--- config.mk ---
export PLATFORM = sky130hd
export DESIGN_NAME = pac_access_ctrl
export DESIGN_NICKNAME = d
export VERILOG_FILES = /design/src/common/pac_pkg.sv /design/src/pac_access_ctrl.sv
export SDC_FILE = /design/constraint.sdc
export NUM_CORES = 1
export LEC_CHECK = 0
export BUFFER_PORTS_ARGS = -buffer_cell sky130_fd_sc_hd__buf_2
export CORE_ASPECT_RATIO = 1.25
export CORE_MARGIN = 2
export CORE_UTILIZATION = 48
export DETAILED_ROUTE_END_ITERATION = 16
export HOLD_SLACK_MARGIN = 0.08
export PLACE_DENSITY_LB_ADDON = 0.15
export REMOVE_ABC_BUFFERS = 1
export SYNTH_ARGS = -nofsm -noshare
export SYNTH_HDL_FRONTEND = slang
export SYNTH_SLANG_ARGS = --single-unit
--- constraint.sdc ---
create_clock -name clock -period 2 [get_ports clock]
set_input_delay 0.1 -clock clock [delete_from_list [all_inputs] [get_ports clock]]
set_output_delay 0.1 -clock clock [all_outputs]
set_load 0.1 [all_outputs]
--- src/common/pac_pkg.sv ---
package pac_pkg;

  // ---------------------------------------------------------------------
  // command codes written into command_entry
  // ---------------------------------------------------------------------
  localparam logic [15:0] PAC_CMD_NONE = 16'h0000;
  localparam logic [15:0] PAC_CMD_SAVE = 16'h03E9; // 1001
  localparam logic [15:0] PAC_CMD_DEF50 = 16'h04D1; // 1233
  localparam logic [15:0] PAC_CMD_DEF60 = 16'h04DC; // 1244
  localparam logic [15:0] PAC_CMD_NONDEF = 16'h2EE0; // 12000
  localparam logic [15:0] PAC_CMD_DEST = 16'h2EE1; // 12001

  // value written to the reset request parameter that asks for a reset
  localparam logic [31:0] PAC_RESET_REQ_VALUE = 32'h0000_0064; // 100

  // ---------------------------------------------------------------------
  // parameter selectors on the access port
  // ---------------------------------------------------------------------
  localparam logic [2:0] PAC_ID_COMMAND_ENTRY = 3'h0;
  localparam logic [2:0] PAC_ID_LEVEL = 3'h1;
  localparam logic [2:0] PAC_ID_LEVEL_ALIAS = 3'h2;
  localparam logic [2:0] PAC_ID_UNLOCK_CODE = 3'h3;
  localparam logic [2:0] PAC_ID_RESET_REQ = 3'h4;

  // ---------------------------------------------------------------------
  // security levels and reset values
  // ---------------------------------------------------------------------
  localparam logic [7:0] PAC_LVL_MENU0 = 8'h00;
  localparam logic [7:0] PAC_LVL_ALL = 8'h01;
  localparam logic [7:0] PAC_LVL_RO_MENU0 = 8'h02;
  localparam logic [7:0] PAC_LVL_RO_ALL = 8'h03;
  localparam logic [7:0] PAC_LVL_STATUS = 8'h04;
  localparam logic [7:0] PAC_LVL_NOACCESS = 8'h05;
  localparam logic [7:0] PAC_LEVEL_RESET = 8'h00;
  localparam logic [31:0] PAC_CODE_RESET = 32'h0000_0000;
  localparam logic [31:0] PAC_CODE_MAX = 32'h7FFF_FFFF; // 2147483647
  localparam logic [15:0] PAC_CMD_RESET = 16'h0000;

  // ---------------------------------------------------------------------
  // types
  // ---------------------------------------------------------------------
  typedef enum logic [1:0] {
    PAC_SRC_KEYPAD = 2'h0,
    PAC_SRC_COMMS = 2'h1,
    PAC_SRC_OPTION = 2'h2
  } pac_src_t;

  typedef struct packed {
    pac_src_t src;
    logic [2:0] id;
    logic [31:0] data;
  } pac_wr_t;

  // attributes of the parameter the keypad or a browser is looking at
  typedef struct packed {
    logic basic;
    logic nondefault;
    logic destination;
    logic writable;
  } pac_attr_t;

  typedef enum logic [2:0] {
    PAC_ST_VIEW = 3'b001,
    PAC_ST_CODE = 3'b010,
    PAC_ST_EDIT = 3'b100
  } pac_state_t;

endpackage

--- src/pac_access_ctrl.sv ---
`timescale 1ns/1ps
`default_nettype none

// Behaviour
// - confirmed basic-menu edit stores that parameter to nv memory
// - advanced-menu edits are not stored until an explicit save command
// - code 1001 arms a save of all parameters for next reset
// - reset request: button, reset input toggle or serial write of 100
// - codes 1233/1244 arm 50/60 Hz default load plus save at reset
// - default restore leaves security level and security code untouched
// - level 0 shows basic menu editable; level 1 shows all editable
// - level 2 basic menu read-only; level 3 all menus read-only
// - levels 4 and 5 keep keypad in status mode, no view or edit
// - reset state is basic-menu level with security open
// - level settable via either alias, from keypad even when code set
// - an active locked security code blocks every parameter write except keypad level writes
// - code accepts 0 to 2147483647; nonzero code activates at next reset
// - activation returns display home, shows lock, code reads back zero
// - locked edit prompts for code; match edits, mismatch errors to view
// - after unlock, writing zero to code disables security permanently
// - code 12000 shows only non-default parameters at once; 0 cancels
// - code 12001 shows only destination parameters at once; 0 cancels
// - visibility filters combine with access level hiding
module pac_access_ctrl
  import pac_pkg::*;
(
  // clock and reset
  input wire logic clock,
  input wire logic rst_b,
  // parameter writes from keypad, comms or option modules
  input wire logic wr_valid,
  input wire pac_wr_t wr_req,
  // parameter reads
  input wire logic rd_valid,
  input wire pac_src_t rd_src,
  input wire logic [2:0] rd_id,
  // visibility query for a browsed parameter
  input wire logic qry_valid,
  input wire pac_src_t qry_src,
  input wire pac_attr_t qry_attr,
  // keypad edit flow
  input wire logic edit_req,
  input wire pac_attr_t edit_attr,
  input wire logic code_valid,
  input wire logic [31:0] code_value,
  input wire logic edit_confirm,
  input wire logic edit_cancel,
  // reset request sources
  input wire logic reset_button,
  input wire logic reset_din,
  // write and read answers
  output logic wr_ack_q,
  output logic wr_err_q,
  output logic rd_ok_q,
  output logic rd_err_q,
  output logic [31:0] rd_data_q,
  // query answer
  output logic qry_done_q,
  output logic qry_visible_q,
  output logic qry_editable_q,
  // keypad state
  output logic prompt_code_q,
  output logic edit_mode_q,
  output logic edit_grant_q,
  output logic code_error_q,
  output logic status_only_q,
  output logic lock_icon_q,
  output logic display_home_q,
  // non-volatile memory and defaults
  output logic nv_store_param_q,
  output logic nv_save_all_q,
  output logic load_defaults_q,
  output logic defaults_60hz_q,
  output logic reset_event_q
);

  // ---------------------------------------------------------------------
  // state
  // ---------------------------------------------------------------------
  logic [15:0] cmd_q;
  logic [7:0] level_q;
  logic [31:0] code_q;
  logic [31:0] active_code_q;
  logic unlocked_q;
  logic filt_nondef_q;
  logic filt_dest_q;
  logic save_pend_q;
  logic def50_pend_q;
  logic def60_pend_q;
  logic din_prev_q;
  logic din_seen_q;
  pac_state_t state_q;
  pac_state_t state_d;
  logic edit_basic_q;

  // ---------------------------------------------------------------------
  // access decisions
  // ---------------------------------------------------------------------
  logic locked;
  logic level_ro;
  logic level_all;
  logic level_status;
  logic level_noacc;
  logic wr_is_level;
  logic wr_is_keypad;
  logic wr_src_ok;
  logic wr_lock_ok;
  logic wr_val_ok;
  logic wr_ok;
  logic reset_req_wr;
  logic reset_evt;
  logic edit_allowed;

  assign locked = (active_code_q != PAC_CODE_RESET) && !unlocked_q;
  assign level_all = (level_q == PAC_LVL_ALL) || (level_q == PAC_LVL_RO_ALL);
  assign level_ro = (level_q == PAC_LVL_RO_MENU0) ||
                    (level_q == PAC_LVL_RO_ALL);
  assign level_status = (level_q == PAC_LVL_STATUS) ||
                        (level_q == PAC_LVL_NOACCESS);
  assign level_noacc = (level_q == PAC_LVL_NOACCESS);

  assign wr_is_level = (wr_req.id == PAC_ID_LEVEL) ||
                       (wr_req.id == PAC_ID_LEVEL_ALIAS);
  assign wr_is_keypad = (wr_req.src == PAC_SRC_KEYPAD);

  // level 5 shuts out non-keypad sources; keypad level writes pass
  always_comb begin
    if (wr_is_keypad) begin
      wr_src_ok = wr_is_level || (!level_status && !level_ro);
    end else begin
      wr_src_ok = !level_noacc && (wr_is_level || !level_ro);
    end
  end

  // the level stays changeable from the keypad while a code is active
  assign wr_lock_ok = !locked || (wr_is_keypad && wr_is_level);

  // range checks per parameter
  always_comb begin
    unique case (wr_req.id)
      PAC_ID_COMMAND_ENTRY: wr_val_ok = (wr_req.data[31:16] == 16'h0000);
      PAC_ID_LEVEL, PAC_ID_LEVEL_ALIAS: wr_val_ok =
        (wr_req.data <= {24'h00_0000, PAC_LVL_NOACCESS});
      PAC_ID_UNLOCK_CODE: wr_val_ok = (wr_req.data <= PAC_CODE_MAX);
      PAC_ID_RESET_REQ: wr_val_ok = 1'b1;
      default: wr_val_ok = 1'b0;
    endcase
  end

  assign wr_ok = wr_valid && wr_src_ok && wr_lock_ok && wr_val_ok;
  assign reset_req_wr = wr_ok && (wr_req.id == PAC_ID_RESET_REQ) &&
                        (wr_req.data == PAC_RESET_REQ_VALUE);

  // any of the three sources counts as one drive reset request
  assign reset_evt = reset_button || reset_req_wr ||
                     (din_seen_q && (reset_din != din_prev_q));

  // a keypad edit needs a visible, writable parameter at an editable level
  assign edit_allowed = !level_status && !level_ro && edit_attr.writable &&
                        (edit_attr.basic || level_all) &&
                        (!filt_nondef_q || edit_attr.nondefault) &&
                        (!filt_dest_q || edit_attr.destination);

  // ---------------------------------------------------------------------
  // reset input edge detector
  // ---------------------------------------------------------------------
  // first sample only primes, so a high input at reset is no toggle
  always_ff @(posedge clock) begin
    if (!rst_b) begin
      din_prev_q <= 1'b0;
      din_seen_q <= 1'b0;
    end else begin
      din_prev_q <= reset_din;
      din_seen_q <= 1'b1;
    end
  end

  // ---------------------------------------------------------------------
  // command entry, filters and pending reset actions
  // ---------------------------------------------------------------------
  always_ff @(posedge clock) begin
    if (!rst_b) begin
      cmd_q <= PAC_CMD_RESET;
      filt_nondef_q <= 1'b0;
      filt_dest_q <= 1'b0;
      save_pend_q <= 1'b0;
      def50_pend_q <= 1'b0;
      def60_pend_q <= 1'b0;
    end else if (reset_evt) begin
      // the pending action runs once and the entry falls back to no action
      save_pend_q <= 1'b0;
      def50_pend_q <= 1'b0;
      def60_pend_q <= 1'b0;
      if (save_pend_q || def50_pend_q || def60_pend_q) begin
        cmd_q <= PAC_CMD_NONE;
      end
    end else if (wr_ok && (wr_req.id == PAC_ID_COMMAND_ENTRY)) begin
      cmd_q <= wr_req.data[15:0];
      // a new code replaces whatever was armed before
      save_pend_q <= (wr_req.data[15:0] == PAC_CMD_SAVE);
      def50_pend_q <= (wr_req.data[15:0] == PAC_CMD_DEF50);
      def60_pend_q <= (wr_req.data[15:0] == PAC_CMD_DEF60);
      if (wr_req.data[15:0] == PAC_CMD_NONDEF) begin
        filt_nondef_q <= 1'b1;
      end else if (wr_req.data[15:0] == PAC_CMD_DEST) begin
        filt_dest_q <= 1'b1;
      end else if (wr_req.data[15:0] == PAC_CMD_NONE) begin
        filt_nondef_q <= 1'b0;
        filt_dest_q <= 1'b0;
      end
    end
  end

  // ---------------------------------------------------------------------
  // security level and code
  // ---------------------------------------------------------------------
  // a default restore never touches these registers
  always_ff @(posedge clock) begin
    if (!rst_b) begin
      level_q <= PAC_LEVEL_RESET;
      code_q <= PAC_CODE_RESET;
      active_code_q <= PAC_CODE_RESET;
      unlocked_q <= 1'b0;
    end else if (reset_evt) begin
      // the stored code takes effect at the reset request; a level or code write in this cycle is dropped
      active_code_q <= code_q;
      unlocked_q <= 1'b0;
    end else begin
      if (wr_ok && wr_is_level) begin
        level_q <= wr_req.data[7:0];
      end
      if (wr_ok && (wr_req.id == PAC_ID_UNLOCK_CODE)) begin
        code_q <= wr_req.data;
        if (wr_req.data == PAC_CODE_RESET) begin
          active_code_q <= PAC_CODE_RESET;
        end
      end
      if ((state_q == PAC_ST_CODE) && code_valid &&
          (code_value == active_code_q)) begin
        unlocked_q <= 1'b1;
      end
    end
  end

  // ---------------------------------------------------------------------
  // keypad edit state machine
  // ---------------------------------------------------------------------
  always_comb begin
    state_d = state_q;
    unique case (state_q)
      PAC_ST_VIEW: begin
        if (edit_req && edit_allowed) begin
          state_d = locked ? PAC_ST_CODE : PAC_ST_EDIT;
        end
      end
      PAC_ST_CODE: begin
        if (code_valid) begin
          state_d = (code_value == active_code_q) ? PAC_ST_EDIT
                                                  : PAC_ST_VIEW;
        end else if (edit_cancel) begin
          state_d = PAC_ST_VIEW;
        end
      end
      PAC_ST_EDIT: begin
        if (edit_confirm || edit_cancel) begin
          state_d = PAC_ST_VIEW;
        end
      end
      default: state_d = PAC_ST_VIEW;
    endcase
    // a reset request or a move to status-only levels drops the keypad home
    if (reset_evt || level_status) begin
      state_d = PAC_ST_VIEW;
    end
  end

  always_ff @(posedge clock) begin
    if (!rst_b) begin
      state_q <= PAC_ST_VIEW;
      edit_basic_q <= 1'b0;
    end else begin
      state_q <= state_d;
      if ((state_q == PAC_ST_VIEW) && edit_req) begin
        edit_basic_q <= edit_attr.basic;
      end
    end
  end

  // ---------------------------------------------------------------------
  // keypad outputs
  // ---------------------------------------------------------------------
  always_ff @(posedge clock) begin
    if (!rst_b) begin
      prompt_code_q <= 1'b0;
      edit_mode_q <= 1'b0;
      edit_grant_q <= 1'b0;
      code_error_q <= 1'b0;
      status_only_q <= 1'b0;
      lock_icon_q <= 1'b0;
      display_home_q <= 1'b0;
      nv_store_param_q <= 1'b0;
    end else begin
      prompt_code_q <= (state_d == PAC_ST_CODE);
      edit_mode_q <= (state_d == PAC_ST_EDIT);
      edit_grant_q <= (state_q != PAC_ST_EDIT) &&
                      (state_d == PAC_ST_EDIT);
      code_error_q <= (state_q == PAC_ST_CODE) && code_valid &&
                      (code_value != active_code_q) && !reset_evt;
      status_only_q <= level_status;
      lock_icon_q <= reset_evt ? (code_q != PAC_CODE_RESET)
                               : (active_code_q != PAC_CODE_RESET) &&
                                 !(wr_ok && wr_req.data == PAC_CODE_RESET &&
                                   wr_req.id == PAC_ID_UNLOCK_CODE);
      display_home_q <= reset_evt && (code_q != PAC_CODE_RESET);
      // advanced edits wait for an explicit save command
      nv_store_param_q <= (state_q == PAC_ST_EDIT) && edit_confirm &&
                          edit_basic_q && !reset_evt;
    end
  end

  // ---------------------------------------------------------------------
  // reset-time actions
  // ---------------------------------------------------------------------
  always_ff @(posedge clock) begin
    if (!rst_b) begin
      nv_save_all_q <= 1'b0;
      load_defaults_q <= 1'b0;
      defaults_60hz_q <= 1'b0;
      reset_event_q <= 1'b0;
    end else begin
      reset_event_q <= reset_evt;
      nv_save_all_q <= reset_evt &&
        (save_pend_q || def50_pend_q || def60_pend_q);
      load_defaults_q <= reset_evt &&
        (def50_pend_q || def60_pend_q);
      if (reset_evt && (def50_pend_q || def60_pend_q)) begin
        defaults_60hz_q <= def60_pend_q;
      end
    end
  end

  // ---------------------------------------------------------------------
  // write answer
  // ---------------------------------------------------------------------
  always_ff @(posedge clock) begin
    if (!rst_b) begin
      wr_ack_q <= 1'b0;
      wr_err_q <= 1'b0;
    end else begin
      wr_ack_q <= wr_ok;
      wr_err_q <= wr_valid && !wr_ok;
    end
  end

  // ---------------------------------------------------------------------
  // read answer
  // ---------------------------------------------------------------------
  // the keypad cannot browse at status levels; level 5 shuts out the rest
  always_ff @(posedge clock) begin
    if (!rst_b) begin
      rd_ok_q <= 1'b0;
      rd_err_q <= 1'b0;
      rd_data_q <= 32'h0000_0000;
    end else begin
      rd_ok_q <= 1'b0;
      rd_err_q <= 1'b0;
      rd_data_q <= 32'h0000_0000;
      if (rd_valid) begin
        if ((rd_src == PAC_SRC_KEYPAD) ? level_status : level_noacc) begin
          rd_err_q <= 1'b1;
        end else begin
          rd_ok_q <= 1'b1;
          unique case (rd_id)
            PAC_ID_COMMAND_ENTRY: rd_data_q <= {16'h0000, cmd_q};
            PAC_ID_LEVEL, PAC_ID_LEVEL_ALIAS:
              rd_data_q <= {24'h00_0000, level_q};
            // hide an active code until it is disabled
            PAC_ID_UNLOCK_CODE: rd_data_q <=
              (active_code_q != PAC_CODE_RESET) ? PAC_CODE_RESET
                                                : code_q;
            default: rd_data_q <= 32'h0000_0000;
          endcase
        end
      end
    end
  end

  // ---------------------------------------------------------------------
  // visibility query
  // ---------------------------------------------------------------------
  always_ff @(posedge clock) begin
    if (!rst_b) begin
      qry_done_q <= 1'b0;
      qry_visible_q <= 1'b0;
      qry_editable_q <= 1'b0;
    end else begin
      qry_done_q <= qry_valid;
      if (qry_src == PAC_SRC_KEYPAD) begin
        // filters only narrow what the access level already shows
        qry_visible_q <= qry_valid && !level_status &&
          (qry_attr.basic || level_all) &&
          (!filt_nondef_q || qry_attr.nondefault) &&
          (!filt_dest_q || qry_attr.destination);
      end else begin
        qry_visible_q <= qry_valid && !level_noacc;
      end
      qry_editable_q <= qry_valid && qry_attr.writable && !locked &&
        !level_ro &&
        ((qry_src == PAC_SRC_KEYPAD) ?
           (!level_status && (qry_attr.basic || level_all) &&
            (!filt_nondef_q || qry_attr.nondefault) &&
            (!filt_dest_q || qry_attr.destination))
         : !level_noacc);
    end
  end

endmodule // pac_access_ctrl

`default_nettype wire

==> summary.txt <==
status: finished with violations
failing checks: setup timing
Peak Freq: 401 MHz
Synth cell types: 57
post-route setup TNS: -48.57 ns
Final ANT Viol Nets: 0
Die ar.: 0.0132 mm^2
total power: 7.06 mW
routed via count: 5989
DR pass1 iterations: 5
Diodes inserted: 0
boundary pin count: 146
Worst path top cell family by delay: buffers and inverters
vias in the first global route: 5956
CTS tree: built
maximum clock path buffer count: 2
Post-Synth XOR/XNOR Area: 5.19%
Switch Pwr: 1.68 mW
wire per inst: 18.4 um
# Max-Cap Violations: 0
Chip Width: 103 um
CP Cell Sequence: nor4_4 -> buf_4 -> nand4_1 -> o211ai_1 -> buf_4 -> buf_4 -> buf_4 -> buf_6 -> o2111ai_4 -> a21oi_4 -> buf_6 -> buf_6 -> buf_4 -> o21a_1
Initial Util: 49.0%
Finish-stage setup viols: 133
clock sinks: 151
switching share of total power: 23.7%
CP max stage cell: dfxtp_2
GP Congestion: 0.926
Worst Tran Pin Value: 0.600 ns
unrepaired setup endpoints after global routing: yes
worst hold path type: primary input to flip-flop
Simple-Gate Fraction of Synth Area: 20.1%
GR Util All Layers: 29.8%
FILL cells: 806
Slew Viols, Final: 0
Post-synth top flop: dfxtp_1
Clk pwr share: 46.9%
initial antenna violation count: 0
Leak: 4.04 nW
WS Path Type: flip-flop to flip-flop
max_slew headroom: 59.9%
clock skew: 0.0112 ns
final hold vios: 0
final net count: 1010
multi-input logic area: 0.00298 mm^2
sequential power share: 43.0%
IO buf count: 145
Peak VDD IR: 0.492 mV
Most common cell on crit path: buf_4
Final min period: 2.49 ns
first-pass GRT wire length: 29900 um
mean post-synth cell area: 10.1 um^2
Synth Area in Adders: 0%
post-synthesis compound-gate area fraction: 14.8%
H-tree depth: 4
clock slew at reported path FFs: 0.06 ns
Syn Inst Count: 583
layout cells sized above 1: 42.0%
mux contribution to synthesized area: 5.94%
pre-CTS setup slack: -0.740 ns
hold path cells: 3
WP data arrival: 2.85 ns
flops & latches, synth: 151
Row Count: 45
Max FO, Critical Path: 4
Syn Std Cell Area: 0.00590 mm^2
Core ar.: 0.0120 mm^2
Layout area overhead: 59.5%
Detailed Route WL: 20100 um
Ys Warns: 0
CTS root buffer: clkbuf_16
critical path launch point type: flip-flop
number of flops mapped to enable cells by yosys: 0
Inserted Clock Buffers: 17
Worst Slack Setup Final: -0.495 ns
Min Hold Slack: 0.0929 ns
Post-DP HPWL: 13500 um
PD cells: 750 mW/mm^2
Async S/R FF share, synth: 0%
vias per cell: 5.48
Worst path depth: 14
Largest stage delay, worst path: 0.34 ns
1st-iter DRT viols: 352
crit end category: flip-flop
combinational share of power: 10.1%
Worst EP required: 2.35 ns
Remaining DRCs: 0
fin crit share: 125%
total grt overflow: 0
largest net degree at the start of global routing: 38
chip height: 128 um
clk_lat worst skew: 0.42 ns
FF-to-FF path depth: 14
sequential-to-total area share from yosys stat: 51.2%
Cell Int Power: 5.38 mW
main combinational cell family by area after synthesis: simple AND/OR/NAND/NOR gates
FF/Latch Area: 0.00303 mm^2
CP bufs+invs: 8
final timing paths:
| check | slack (ns) | start | to |
|---|---|---|---|
| worst max register to register | -0.49 | active_code_q[30]$_SDFFE_PN0P_ | load_defaults_q$_SDFF_PN0_ |
| worst min register to register | 0.47 | save_pend_q$_SDFFE_PP0P_ | save_pend_q$_SDFFE_PP0P_ |
| worst max-delay path | -0.49 | active_code_q[30]$_SDFFE_PN0P_ | load_defaults_q$_SDFF_PN0_ |
| worst min-delay path | 0.09 | wr_req[3] | cmd_q[3]$_SDFFE_PN0P_ |
power groups by stage:
| stage | clock (mW) | combinational (mW) | sequential, mW |
|---|---|---|---|
| 2_1_floorplan | 0 | 0.151 | 3.16 |
| 3_3_place_gp | 0 | 0.532 | 3.10 |
| 3_5_place_dp | 0 | 0.538 | 3.10 |
| 4_1_cts | 3.35 | 0.645 | 3.03 |
| 5_1_grt | 3.48 | 0.750 | 3.03 |
| 6_report | 3.31 | 0.712 | 3.03 |
metrics by stage:
| step | instance area [um^2] | util (%) | instances |
|---|---|---|---|
| after detailed placement | 7710 | 64.0 | 992 |
| after global routing | 9410 | 78.1 | 1092 |
| after CTS | 9150 | 75.9 | 1079 |
| after floorplan | 5770 | - | 555 |
| after global placement | 7710 | 64.0 | 992 |
| final | 9410 | 78.1 | 1092 |
worst reg2reg max path: cells and delay by family, from the launching register on:
family	cells	cell delay [ns]
compound gates	4	0.77
buf+inv	8	0.96
simple gates	2	0.39
flops	1	0.34
logic make-up after synthesis:
logic type      after synthesis
simple gates                218
flops                       151
compound gates              109
mux                          35
xor+xnor                     35
buf+inv                      35
cell type report:
cell class,instances,share of cell area [%]
Clock buffer,19,4.71
Clock inverter,13,1.81
Inverter,7,0.279
Multi-Input combinational cell,397,31.7
Sequential cell,151,32.1
Tap cell,164,2.18
Timing Repair Buffer,341,27.2
layer usage:
metal / up-vias / GRT usage, % / wire [um]
met1: 2886 / 36.3 / 8020
li1: 2809 / - / -
met3: 47 / 6.32 / 1200
met4: 0 / 12.7 / 652
met5: - / 0 / 0
met2: 247 / 50.2 / 10200
synth_stat cells, types with 6 or more instances:
library cell | n | area [um^2]
nor2_1 | 68 | 255
a22oi_1 | 9 | 67.6
a22o_1 | 48 | 420
buf_2 | 10 | 50.1
nand4_1 | 18 | 113
and3_1 | 7 | 43.8
a21oi_1 | 9 | 45.0
clkbuf_1 | 14 | 52.6
and2_1 | 24 | 150
nor3_1 | 11 | 55.1
mux2i_1 | 35 | 350
nand2_1 | 22 | 82.6
inv_1 | 7 | 26.3
o21ai_0 | 13 | 65.1
dfxtp_1 | 151 | 3020
nand3_1 | 6 | 30.0
a222oi_1 | 8 | 80.1
nor4_1 | 27 | 169
xnor2_1 | 32 | 280
cell usage in the layout (no fill, tap or decap), types with 3 or more instances in the layout:
cell,netlist,final
dfxtp_1,151,149
buf_2,10,145
buf_4,1,121
nor2_1,68,65
a22o_1,48,48
dlygate4sd3_1,0,40
mux2i_1,35,34
xnor2_1,32,32
nor4_1,27,22
buf_6,1,22
nand2_1,22,21
clkbuf_16,0,20
nand4_1,18,18
and2_4,0,13
and2_1,24,11
nor3_1,11,10
a21oi_1,9,9
a22oi_1,9,9
o21ai_0,13,8
a222oi_1,8,8
inv_1,7,7
nand3_1,6,6
buf_12,0,6
nor4_2,1,5
or3_1,5,5
o21a_1,5,5
and3_4,0,4
xor2_1,3,3
or4_4,1,3
nand2b_1,4,3
nor3_2,3,3
and3_1,7,3
o21ai_2,0,3
bufinv_16,0,3
clkinv_4,0,3
flip-flops by register name, indices dropped and copies added (netlist names), 3 cells and up:
register	cells
active_code_q	32
code_q	32
rd_data_q	32
cmd_q	16
level_q	8
state_q	3
timing repair:
action                                 in CTS  in global routing
gates cloned                                3                  3
endpoints found under the hold margin      50                  0
setup endpoints to repair                 144                144
hold buffers                               40                  0
gates resized for setup                    68                 29
pin swaps                                  38                 43
setup buffers                              13                 11
Power figures use the tool's default switching activity.
